[src/cimf_pkg.sv]
// Purpose: Constants for the per-CPU interrupt mode and flag logic
// Assumes: One CPU clock domain, asynchronous active-low reset
// Notes: Interrupt modes field layout is a local bit assignment
//
// Operation
// - With the monitor-instruction enable set, a 001ijk instruction with j nonzero issued outside monitor mode sets the monitor-instruction flag.
// - In monitor mode the monitor-instruction enable has no effect and such an issue sets no flag.
// - A channel transfer completion sets the I/O flag when system I/O enable is on and this CPU is the lowest qualifying one.
// - An operand range error raises an interrupt only while the operand-range mode bit is set.
// - A programmable clock request raises an interrupt only while its mode bit is set.
// - A program range error flag sets on a fetch violation only while the program-range mode bit is set.
// - A register read parity mismatch raises an interrupt while the register-parity mode bit is set.
// - A real-time clock request raises an interrupt only while its mode bit is set.
// - An uncorrectable memory read error sets its flag while its mode bit is set and enabled.
// - A correctable memory read error sets its flag while its mode bit is set.
// - The maintenance interrupt signal becoming active sets its flag while its mode bit is set and enabled.
// - The maintenance interface takes the external board interrupt and forwards it to the CPU it names.
// - Mode bits are held per program in the saved context and are loaded and saved with it.
// - Every context exchange sets the interrupt-modes enable flag.
// - Monitor mode inhibits every source except memory errors.
// - An I/O interrupt is taken only with I/O mode and modes enable set and no lower CPU qualifying.
package cimf_pkg;
  // =====================================================
  // Interrupt modes field bit positions
  localparam int MODE_W = 10;
  localparam int MB_MONI = 0;
  localparam int MB_IO = 1;
  localparam int MB_OPR = 2;
  localparam int MB_PCLK = 3;
  localparam int MB_PRR = 4;
  localparam int MB_RPAR = 5;
  localparam int MB_RTC = 6;
  localparam int MB_UMEM = 7;
  localparam int MB_CMEM = 8;
  localparam int MB_MAINT = 9;
  // =====================================================
  // Flag vector bit positions
  localparam int FLAG_W = 10;
  localparam int FB_MONI = 0;
  localparam int FB_IO = 1;
  localparam int FB_OPR = 2;
  localparam int FB_PCLK = 3;
  localparam int FB_PRR = 4;
  localparam int FB_RPAR = 5;
  localparam int FB_RTC = 6;
  localparam int FB_UMEM = 7;
  localparam int FB_CMEM = 8;
  localparam int FB_MAINT = 9;
  // =====================================================
  // Reset values and decode constants
  localparam logic [MODE_W-1:0] MODES_RST = 10'h000;
  localparam logic [FLAG_W-1:0] FLAGS_RST = 10'h000;
  localparam logic [6:0] MONI_OPC = 7'h01;
  localparam int NUM_CPU_DEF = 4;
  localparam int CPU_ID_W_DEF = 2;
endpackage

[src/cimf_maint_fwd.sv]
// Purpose: Forwards an external board interrupt to the designated CPU
// Assumes: Request and CPU number are valid in the same cycle
// Notes: Output is one registered pulse per incoming request
`timescale 1ns/1ps
`default_nettype none
module cimf_maint_fwd #(
  parameter int NUM_CPU = cimf_pkg::NUM_CPU_DEF,
  parameter int ID_W = cimf_pkg::CPU_ID_W_DEF
) (
  input wire logic i_sys_clk,
  input wire logic i_resetn,
  input wire logic i_board_irq,
  input wire logic [ID_W-1:0] i_board_cpu,
  output logic [NUM_CPU-1:0] o_cpu_irq
);
  // =====================================================
  // Decode and register
  logic [NUM_CPU-1:0] fwd_r;
  logic [NUM_CPU-1:0] fwd_nxt;

  always_comb begin
    fwd_nxt = '0;
    for (int k = 0; k < NUM_CPU; k++) begin
      if (i_board_irq && (i_board_cpu == ID_W'(k))) begin
        fwd_nxt[k] = 1'b1;
      end
    end
  end

  always_ff @(posedge i_sys_clk or negedge i_resetn) begin
    if (!i_resetn) begin
      fwd_r <= '0;
    end else begin
      fwd_r <= fwd_nxt;
    end
  end

  assign o_cpu_irq = fwd_r;
endmodule
`default_nettype wire

[src/cimf_irq_logic.sv]
// Purpose: Per-CPU interrupt qualification, flags and request
// Assumes: Event inputs are one-cycle pulses synchronous to the clock
// Notes: Flags are cleared by i_flags_clear, not by the exchange load; a new event wins over clear
`timescale 1ns/1ps
`default_nettype none
module cimf_irq_logic
  import cimf_pkg::*;
#(
  parameter int NUM_CPU = NUM_CPU_DEF,
  parameter int ID_W = CPU_ID_W_DEF,
  parameter int CPU_NUM = 0
) (
  input wire logic i_sys_clk,
  input wire logic i_resetn,
  input wire logic i_exch_load,
  input wire logic [MODE_W-1:0] i_ctx_modes,
  input wire logic i_ctx_supervisor,
  input wire logic i_flags_clear,
  input wire logic i_instr_issue,
  input wire logic [15:0] i_instr_parcel,
  input wire logic i_system_io_irq_enable,
  input wire logic [NUM_CPU-1:0] i_cpu_io_qual,
  input wire logic i_low_speed_channel_done,
  input wire logic i_very_high_speed_channel_done,
  input wire logic i_operand_range_err,
  input wire logic i_prog_clock_req,
  input wire logic i_program_range_err,
  input wire logic i_reg_parity_err,
  input wire logic i_rt_clock_req,
  input wire logic i_mem_read,
  input wire logic i_mem_uncorr_err,
  input wire logic i_mem_corr_err,
  input wire logic i_maint_ch40_irq,
  input wire logic i_external_irq_board,
  input wire logic [ID_W-1:0] i_external_irq_board_cpu,
  output logic [MODE_W-1:0] o_ctx_modes,
  output logic o_supervisor_mode_bit,
  output logic o_irq_modes_enable_flag,
  output logic o_io_qual,
  output logic [FLAG_W-1:0] o_irq_flags,
  output logic o_io_irq_flag,
  output logic o_uncorr_mem_error_flag,
  output logic o_corr_mem_error_flag,
  output logic o_irq_req,
  output logic [NUM_CPU-1:0] o_maint_irq_interface
);
  // =====================================================
  // Helpers
  function automatic logic is_moni_instr(input logic [15:0] p);
    return (p[15:9] == MONI_OPC) && (p[5:3] != 3'h0);
  endfunction

  function automatic logic lower_qual(input logic [NUM_CPU-1:0] q);
    logic r;
    r = 1'b0;
    for (int k = 0; k < NUM_CPU; k++) begin
      if (k < CPU_NUM) begin
        r = r | q[k];
      end
    end
    return r;
  endfunction

  // =====================================================
  // Maintenance interface
  cimf_maint_fwd #(
    .NUM_CPU(NUM_CPU),
    .ID_W(ID_W)
  ) u_fwd (
    .i_sys_clk(i_sys_clk),
    .i_resetn(i_resetn),
    .i_board_irq(i_external_irq_board),
    .i_board_cpu(i_external_irq_board_cpu),
    .o_cpu_irq(o_maint_irq_interface)
  );

  // =====================================================
  // Context state
  logic [MODE_W-1:0] modes_r;
  logic [MODE_W-1:0] modes_nxt;
  logic sup_r;
  logic sup_nxt;
  logic eim_r;
  logic eim_nxt;
  logic qual_r;
  logic qual_nxt;

  always_comb begin
    modes_nxt = modes_r;
    sup_nxt = sup_r;
    eim_nxt = eim_r;
    if (i_exch_load) begin
      modes_nxt = i_ctx_modes;
      sup_nxt = i_ctx_supervisor;
      eim_nxt = 1'b1;
    end
    qual_nxt = modes_nxt[MB_IO] & eim_nxt;
  end

  always_ff @(posedge i_sys_clk or negedge i_resetn) begin
    if (!i_resetn) begin
      modes_r <= MODES_RST;
      sup_r <= 1'b0;
      eim_r <= 1'b0;
      qual_r <= 1'b0;
    end else begin
      modes_r <= modes_nxt;
      sup_r <= sup_nxt;
      eim_r <= eim_nxt;
      qual_r <= qual_nxt;
    end
  end

  // =====================================================
  // Flag qualification
  logic [FLAG_W-1:0] flags_r;
  logic [FLAG_W-1:0] flags_nxt;
  logic [FLAG_W-1:0] set_v;
  logic maint_d_r;
  logic maint_d_nxt;
  logic req_r;
  logic req_nxt;
  logic ext_maint;
  logic user_ok;
  logic en_ok;

  always_comb begin
    ext_maint = i_maint_ch40_irq | o_maint_irq_interface[CPU_NUM];
    maint_d_nxt = ext_maint;
    user_ok = ~sup_r;
    en_ok = eim_r;
    set_v = '0;
    set_v[FB_MONI] = modes_r[MB_MONI] & user_ok & i_instr_issue &
                     is_moni_instr(i_instr_parcel);
    set_v[FB_IO] = i_system_io_irq_enable & qual_r & user_ok &
                   ~lower_qual(i_cpu_io_qual) &
                   (i_low_speed_channel_done |
                    i_very_high_speed_channel_done);
    set_v[FB_OPR] = modes_r[MB_OPR] & user_ok &
                    i_operand_range_err;
    set_v[FB_PCLK] = modes_r[MB_PCLK] & en_ok & user_ok &
                     i_prog_clock_req;
    set_v[FB_PRR] = modes_r[MB_PRR] & user_ok &
                    i_program_range_err;
    set_v[FB_RPAR] = modes_r[MB_RPAR] & user_ok &
                     i_reg_parity_err;
    set_v[FB_RTC] = modes_r[MB_RTC] & en_ok & user_ok &
                    i_rt_clock_req;
    set_v[FB_UMEM] = modes_r[MB_UMEM] & en_ok & i_mem_read &
                     i_mem_uncorr_err;
    set_v[FB_CMEM] = modes_r[MB_CMEM] & i_mem_read &
                     i_mem_corr_err;
    set_v[FB_MAINT] = modes_r[MB_MAINT] & en_ok & user_ok &
                      ext_maint & ~maint_d_r;
    flags_nxt = i_flags_clear ? set_v : (flags_r | set_v);
    req_nxt = |flags_nxt;
  end

  always_ff @(posedge i_sys_clk or negedge i_resetn) begin
    if (!i_resetn) begin
      flags_r <= FLAGS_RST;
      maint_d_r <= 1'b0;
      req_r <= 1'b0;
    end else begin
      flags_r <= flags_nxt;
      maint_d_r <= maint_d_nxt;
      req_r <= req_nxt;
    end
  end

  // =====================================================
  // Outputs
  assign o_ctx_modes = modes_r;
  assign o_supervisor_mode_bit = sup_r;
  assign o_irq_modes_enable_flag = eim_r;
  assign o_io_qual = qual_r;
  assign o_irq_flags = flags_r;
  assign o_io_irq_flag = flags_r[FB_IO];
  assign o_uncorr_mem_error_flag = flags_r[FB_UMEM];
  assign o_corr_mem_error_flag = flags_r[FB_CMEM];
  assign o_irq_req = req_r;
endmodule
`default_nettype wire

[config.mk]
export PLATFORM = sky130hd
export DESIGN_NAME = cimf_irq_logic
export DESIGN_NICKNAME = d
export VERILOG_FILES = /design/src/cimf_pkg.sv /design/src/cimf_maint_fwd.sv /design/src/cimf_irq_logic.sv
export SDC_FILE = /design/constraint.sdc
export NUM_CORES = 1
export LEC_CHECK = 0
export BUFFER_PORTS_ARGS = -buffer_cell sky130_fd_sc_hd__buf_4
export CORE_ASPECT_RATIO = 1.5
export CORE_MARGIN = 3
export CORE_UTILIZATION = 39
export CTS_BUF_LIST = sky130_fd_sc_hd__clkbuf_8 sky130_fd_sc_hd__clkbuf_16
export CTS_CLUSTER_DIAMETER = 200
export CTS_CLUSTER_SIZE = 30
export DETAILED_ROUTE_END_ITERATION = 10
export GPL_ROUTABILITY_DRIVEN = 0
export PLACE_DENSITY = 0.77
export SYNTH_ARGS = -nofsm -noshare
export SYNTH_HDL_FRONTEND = slang
export SYNTH_HIERARCHICAL = 1
export SYNTH_SLANG_ARGS = --single-unit
[constraint.sdc]
create_clock -name i_sys_clk -period 1.2 [get_ports i_sys_clk]
set_input_delay 0.24 -clock i_sys_clk [delete_from_list [all_inputs] [get_ports i_sys_clk]]
set_output_delay 0.24 -clock i_sys_clk [all_outputs]
set_load 0.01 [all_outputs]
==> results.ini, run 1 <==
[run_status]
status=finished with violations
violations=negative setup slack

[global_route]
grt_pass1_vias=1071
antenna_found_initial=0
grt_pass1_wl_mm=4.781
track_usage=0.1794
grt.overflow.total=0
grt_max_degree=30

[power]
ir_drop_v=0.001272
power_density_nw_per_um2=1299
p_leak_nw=0.9171

[run]
drv_cap=0

[synthesis]
syn_area_um2=1132
synthesis.nets=132
synthAdderAreaFrac=0
ys.warnings.count=6
ys_ff_latch=29
seq_area_frac_synth=0.6409
synth_area_leader_cell=dfrtp_1
ys_types=25
synth_top_family_by_area=simple AND/OR/NAND/NOR gates
yosys.area.top_type_share=0.6409
synth_xor_xnor_area_share=0
ys.flop_type=dfrtp_1
synth.area.mux_share=0.1094
synth_area_per_cell_um2=13.98
synth-compound-area-share=0.08287
yosys.area_share.simple=0.1359
synthCells=81
synth_edf_count=0
synth_area_leaders=dfrtp_1, mux2_2, o2bb2ai_1
async_flop_share=1.000

[sta]
worst_pin_slew_ns=0.3605
fmaxAchievable_mhz=815.4
setup_viol=2
relSlewSlack=0.7597
fin_skew_ns=0.005171
fin_setup_tns_ns=-0.04123
worst_slack_ns=-0.02633
hold_viol=0
rsz0062_at_grt=true
fin_crit_sh=1.022
slew_violations=0
post-route-min-period_ns=1.226
whs_ns=0.1383

[critical_path]
cp.arrival_ns=0.99
crit_type=register to primary output
cp-end-kind=primary output
start_kind=register
path_max_fanout=4
worstPathRequired_ns=0.96

[route]
drt-initial-drc-count=5
route.detailed.drc=0
viasPerCell=5.015
wl_per_cell_um=14.70
vias=998
drt_first_pass_iters=2
routed_wl_mm=2.925
drtAntennaViolNets=0

[clock_tree]
numCtsBuffers=5
clockBufferDepth=2
cts_tree=done
cts_sinks=29
cts_root_buf=clkbuf_8
clk_pin_slew_worst_paths_ns=0.05
clk_latency_ns=0.28
h-tree-depth=2

[layout]
register_area_um2=725.7
instances_no_fill=199
multi_input_area_um2=377.9
diodes=0
synthToLayoutAreaGrowth_pct=61.77
layout-drive-gt1-share=0.6111
layout.nets=213
fillers=202

[floorplan]
die_width_um=50.00
dieArea_um2=3599
num_io_pins=82
initial_core_util=0.4142
die_h_um=72.00
core_region_area_um2=2734
fp-row-count=23

[placement]
placed_cells=187
io_buffers=71
hpwl_mm=2.265

[min_path]
hp-class=input port to register

## logic make-up after synthesis
| group | Yosys count |
|---|---|
| AND/OR/NAND/NOR | 24 |
| multiplexers | 11 |
| flip-flops | 29 |
| buffers and inverters | 6 |
| AO/OA/AOI/OAI | 11 |
## registers in the layout (all words and copies together), names as in the netlist
register                 cells
maint_d_r                    1
o_io_qual                    1
u_fwd/o_cpu_irq              4
o_irq_req                    1
o_ctx_modes                 10
o_supervisor_mode_bit        1
o_irq_flags                 10
o_irq_modes_enable_flag      1
## Yosys cell counts (2+ instances only)
master and number:
o2bb2ai_1 6, nor2_1 2, nor3_1 3, buf_4 3, dfrtp_1 29, mux2_2 11, nand4b_1 2, nand2_1 5
a32o_1 2, inv_1 2, and3b_1 2
## through the flow
| stage | area [um^2] | utilization | worst slack (ns) | power [mW] |
|---|---|---|---|---|
| global route | 1832 | 0.6700 | -0.09446 | 2.514 |
| global placement | 1699 | 0.6215 | 0.02693 | 1.601 |
| detailed placement | 1699 | 0.6215 | 0.005162 | 1.614 |
| finish | 1832 | 0.6700 | -0.02633 | 2.379 |
| CTS | 1803 | 0.6595 | 0.002742 | 2.412 |
| floorplan | 1132 | - | 0.01365 | 1.312 |
## critical path, cell delays in order, from the launching register on
cell and delay (ns):
dfrtp_1 0.42, buf_4 0.15, buf_4 0.14
## where the power goes
| part | switching, mW | internal [mW] |
|---|---|---|
| Sequential | 0.0556 | 1.06 |
| Clock | 0.330 | 0.445 |
| Combinational | 0.195 | 0.289 |
| Total | 0.580 | 1.80 |
## timing repair
item                                   in CTS  in global routing
buffers inserted                            1                  3
setup endpoints to repair                   1                  1
pin swaps                                   0                  3
resized for setup                           0                  1
endpoints found under the hold margin      29                  0
hold buffers                                1                  0
## routing by layer
metal | up-vias | wire length [um] | global-route usage
met2 | 52 | 1594 | 0.3227
met3 | 6 | 316 | 0.06982
met1 | 486 | 949 | 0.1724
met5 | - | 0 | 0
met4 | 0 | 65 | 0.09231
li1 | 454 | - | -
## path summary, 6_finish.rpt
path                                              from                       to  slack (ns)  cells after the start
setup / recovery               o_irq_modes_enable_flag  o_irq_modes_enable_flag       -0.03                      2
hold reg to reg                         o_irq_flags[5]           o_irq_flags[5]        0.51                      1
setup reg to reg                 o_supervisor_mode_bit                o_irq_req       -0.01                      5
min in group asynchronous                     i_resetn           o_ctx_modes[2]        0.41                      2
hold / removal             i_external_irq_board_cpu[0]       u_fwd/o_cpu_irq[0]        0.14                      2
max in group asynchronous                     i_resetn           o_irq_flags[8]        0.51                      2
## cell usage in the layout (no fill, tap or decap), drive strengths merged
cell | Yosys | layout
and2 | 1 | 1
nor4bb | 1 | 1
nor3 | 4 | 4
a32o | 2 | 2
o2bb2ai | 6 | 6
nor3b | 1 | 1
nand2b | 1 | 1
o21ai | 1 | 1
buf | 4 | 77
nor2 | 2 | 2
nand2 | 5 | 5
and3 | 1 | 1
nor4 | 1 | 1
nand4b | 2 | 2
mux2 | 11 | 11
dlygate4sd3 | 0 | 1
a22o | 1 | 1
and3b | 2 | 2
clkbuf | 0 | 6
inv | 2 | 3
dfrtp | 29 | 29
nand4 | 1 | 1
o211ai | 1 | 1
or2 | 2 | 2
## final cells by class
class | count | share of cell area
clock buffers | 6 | 0.04508
multi-input cells | 46 | 0.2063
well taps | 37 | 0.02527
inverters | 2 | 0.004098
clock inverters | 1 | 0.002049
flip-flops and latches | 29 | 0.3962
repair buffers | 78 | 0.3210
Power figures use the tool's default switching activity.
==> inputs of run 2 (changes only) <==
--- a/config.mk
+++ b/config.mk
@@ -8,14 +8,13 @@
 export BUFFER_PORTS_ARGS = -buffer_cell sky130_fd_sc_hd__buf_4
 export CORE_ASPECT_RATIO = 1.5
 export CORE_MARGIN = 3
-export CORE_UTILIZATION = 39
+export CORE_UTILIZATION = 35
 export CTS_BUF_LIST = sky130_fd_sc_hd__clkbuf_8 sky130_fd_sc_hd__clkbuf_16
 export CTS_CLUSTER_DIAMETER = 200
 export CTS_CLUSTER_SIZE = 30
 export DETAILED_ROUTE_END_ITERATION = 10
 export GPL_ROUTABILITY_DRIVEN = 0
-export PLACE_DENSITY = 0.77
+export PLACE_DENSITY = 0.74
 export SYNTH_ARGS = -nofsm -noshare
 export SYNTH_HDL_FRONTEND = slang
-export SYNTH_HIERARCHICAL = 1
 export SYNTH_SLANG_ARGS = --single-unit
==> constraint.sdc (replaced) <==
create_clock -name i_sys_clk -period 1.02 [get_ports i_sys_clk]
set_input_delay 0.204 -clock i_sys_clk [delete_from_list [all_inputs] [get_ports i_sys_clk]]
set_output_delay 0.204 -clock i_sys_clk [all_outputs]
set_load 0.01 [all_outputs]
==> run 2 against run 1 <==
  * Largest cell class is now non-clock buffers
  * The run still ends with negative setup slack left
  * Sequential power is 19% higher
  * Design area up 9.6%
  * Largest power group unchanged
  * Global-route usage shrank 2.0 points
  * Clock power up 9.3%
==> results.ini, run 2 <==
[synthesis]
syn_area_um2=1125  ; -0.66%
ys.warnings.count=0  ; -6
ys_types=26  ; +4.0%
synth_area_leader_cell=dfrtp_1
synthCells=82  ; +1.2%
synth_edf_count=0  ; unchanged
synth_common_cells=dfrtp_1, mux2_2, nand2_1, o2bb2ai_1
synth_area_per_cell_um2=13.72  ; -1.9%
yosys.area.top_type_share=0.6452  ; +0.004277
async_flop_share=1.000  ; unchanged
ys_ff_latch=29  ; unchanged
synthesis.nets=133  ; +0.76%
yosysMostFrequentCell=dfrtp_1
seq_area_frac_synth=0.6452  ; +0.004277
ys.flop_type=dfrtp_1
synth_area_leaders=dfrtp_1, mux2_2, o2bb2ai_1

[layout]
instances_no_fill=210  ; +5.5%
utilization=0.6683  ; -0.001690
synthToLayoutAreaGrowth_pct=78.42
layout.nets=221  ; +3.8%
mostFrequentLayoutCells=buf_4, buf_6, dfrtp_1, mux2_2
diodes=0  ; unchanged
layout-drive-gt1-share=0.6082  ; -0.002924
layout_commonest_cell=buf_4

[critical_path]
cp.arrival_ns=1.33  ; +0.34 ns
max_stage_delay_ns=0.37  ; -0.05 ns
crit_type=register to register
cp-end-kind=register
crit_chain=or2_1 > a22o_1 > nor3_2 > nand4b_1
path_buf_inv=0  ; -2
crit_family=simple AND/OR/NAND/NOR gates
worstPathRequired_ns=1.17  ; +0.21 ns
start_kind=register
cp_slowest_cell=dfrtp_1
path_max_fanout=2  ; -2

[global_route]
grt.overflow.total=0  ; unchanged
use_met2=0.2914  ; -0.03124
grt_use_met1=0.1584  ; -0.01400
antenna_found_initial=0  ; unchanged
busiest_layer=met2
grt_pass1_vias=1137  ; +6.2%
track_usage=0.1593  ; -0.02007
grt_use_met3=0.06458  ; -0.005236
grt_pass1_wl_mm=4.567  ; -4.5%
grt_max_degree=30  ; unchanged

[power]
ir_drop_v=0.001298  ; +2.0%
p_leak_nw=0.9915  ; +8.1%
seqPwrFrac=0.463  ; -0.008
power_switching_uw=726.4  ; +25%
comb_power_share=0.242  ; +0.038
power.internal_mw=2.149  ; +19%
p_total_mw=2.876  ; +21%
swShare=0.2526  ; +0.008720
clkPwrFrac=0.294  ; -0.032
power_density_nw_per_um2=1433  ; +10%

[sta]
relSlewSlack=0.7528  ; -0.006890
fin_skew_ns=0.004066  ; -0.001105 ns
post-route-min-period_ns=1.188
fin_crit_sh=1.164
fmaxAchievable_mhz=842.0
whs_ns=0.1051  ; -0.03315 ns
rsz0062_at_grt=true
worst_slack_ns=-0.1676  ; -0.1413 ns
worst_pin_slew_ns=0.3708  ; +0.01034 ns
hold_viol=0  ; unchanged
slew_violations=0  ; unchanged
setup_viol=15  ; +13

[placement]
placed_cells=200  ; +7.0%
dp_slack_ns=-0.1658  ; -0.1710 ns
io_buffers=71  ; unchanged
hpwl_mm=2.381  ; +5.1%

[min_path]
hp-class=input port to register

[route]
route.detailed.drc=0  ; unchanged
drt_first_pass_iters=3  ; +1
drt-initial-drc-count=15  ; +10
viasPerCell=4.862  ; -3.1%
drtAntennaViolNets=0  ; unchanged
vias=1021  ; +2.3%
routed_wl_mm=3.217  ; +10%
wl_per_cell_um=15.32  ; +4.2%

[clock_tree]
h-tree-depth=2  ; unchanged
cts_tree=done
cts_root_buf=clkbuf_8
clk_pin_slew_worst_paths_ns=0.06  ; about the same
clk_latency_ns=0.27  ; about the same
clockBufferDepth=2  ; unchanged
numCtsBuffers=5  ; unchanged
cts_sinks=29  ; unchanged

[floorplan]
fp-row-count=24  ; +4.3%
core_region_area_um2=3003  ; +9.8%
die_h_um=75.43  ; +4.8%
dieArea_um2=3944  ; +9.6%
die_width_um=52.29  ; +4.6%
num_io_pins=82  ; unchanged
initial_core_util=0.3746  ; -0.03960

[run_status]
status=finished with violations
violations=negative setup slack

[run]
drv_cap=0  ; unchanged

## run 2: cell count changes after synthesis
cell / previous run / this run
inv_2: 0 / 1
and3_2: 1 / 0
and3b_1: 2 / 1
nor3b_2: 1 / 0
nor3b_1: 0 / 1
nor2_1: 2 / 3
nand2_1: 5 / 6
and3_1: 0 / 1
inv_1: 2 / 1
## run 2: metrics by stage
stage	TNS (ns)	area, um^2
2_1_floorplan	-0.1478	1125
3_3_place_gp	-0.2199	1782
3_5_place_dp	-0.2604	1782
4_1_cts	-1.146	1966
5_1_grt	-1.785	2007
6_report	-1.159	2007
## run 2: cell type report
type / count / area (um^2)
sequential: 29 / 726.9
fill: 243 / 996.0
clock inverter: 3 / 11.26
clock buffer: 5 / 68.82
timing repair buffer: 85 / 777.0
multi-input combinational: 47 / 366.6
tap: 39 / 48.80
inverter: 2 / 7.507
## run 2: worst reg2reg max path: stages, from the launching register on
cell and delay [ns]:
dfrtp_1 0.37, or2_1 0.25, a22o_1 0.23, nor3_2 0.11
nand4b_1 0.10
## run 2: logic make-up after synthesis
logic type / count (synthesis) / share of synthesized area
mux: 11 / 0.1101
compound gates: 11 / 0.08343
buf+inv: 6 / 0.03113
flops: 29 / 0.6452
simple gates: 25 / 0.1302
## run 2: worst paths after layout
check	from	endpoint	slack, ns	cells after the start
worst max-delay path	u_fwd.o_cpu_irq[0]	o_irq_req	-0.17	4
worst min-delay path	i_external_irq_board_cpu[1]	u_fwd.o_cpu_irq[1]	0.11	2
worst max register to register	u_fwd.o_cpu_irq[0]	o_irq_req	-0.17	4
worst min register to register	u_fwd.o_cpu_irq[0]	maint_d_r	0.51	1
max in group asynchronous	i_resetn	o_supervisor_mode_bit	0.34	2
min in group asynchronous	i_resetn	o_irq_flags[3]	0.38	2
## run 2: layer usage
metal	vias up	share of wire
met5	-	0
met3	2	0.094
met4	0	0.0071
li1	471	-
met2	51	0.56
met1	497	0.34
## run 2: power groups by stage
stage / clock network (mW) / logic [mW] / registers [mW]
after CTS: 0.865 / 0.678 / 1.32
after detailed placement: 0 / 0.619 / 1.33
final: 0.846 / 0.697 / 1.33
after global placement: 0 / 0.603 / 1.33
after floorplan: 0 / 0.162 / 1.38
after global routing: 0.925 / 0.744 / 1.34
## run 2: repair_timing
| action | in CTS | in global routing |
|---|---|---|
| buffers inserted | 2 | 0 |
| resized for setup | 24 | 11 |
| endpoints found under the setup margin | 17 | 29 |
| pin swaps | 6 | 0 |
| hold buffers | 1 | 0 |
| cloned | 0 | 0 |
| endpoints found under the hold margin | 29 | 0 |
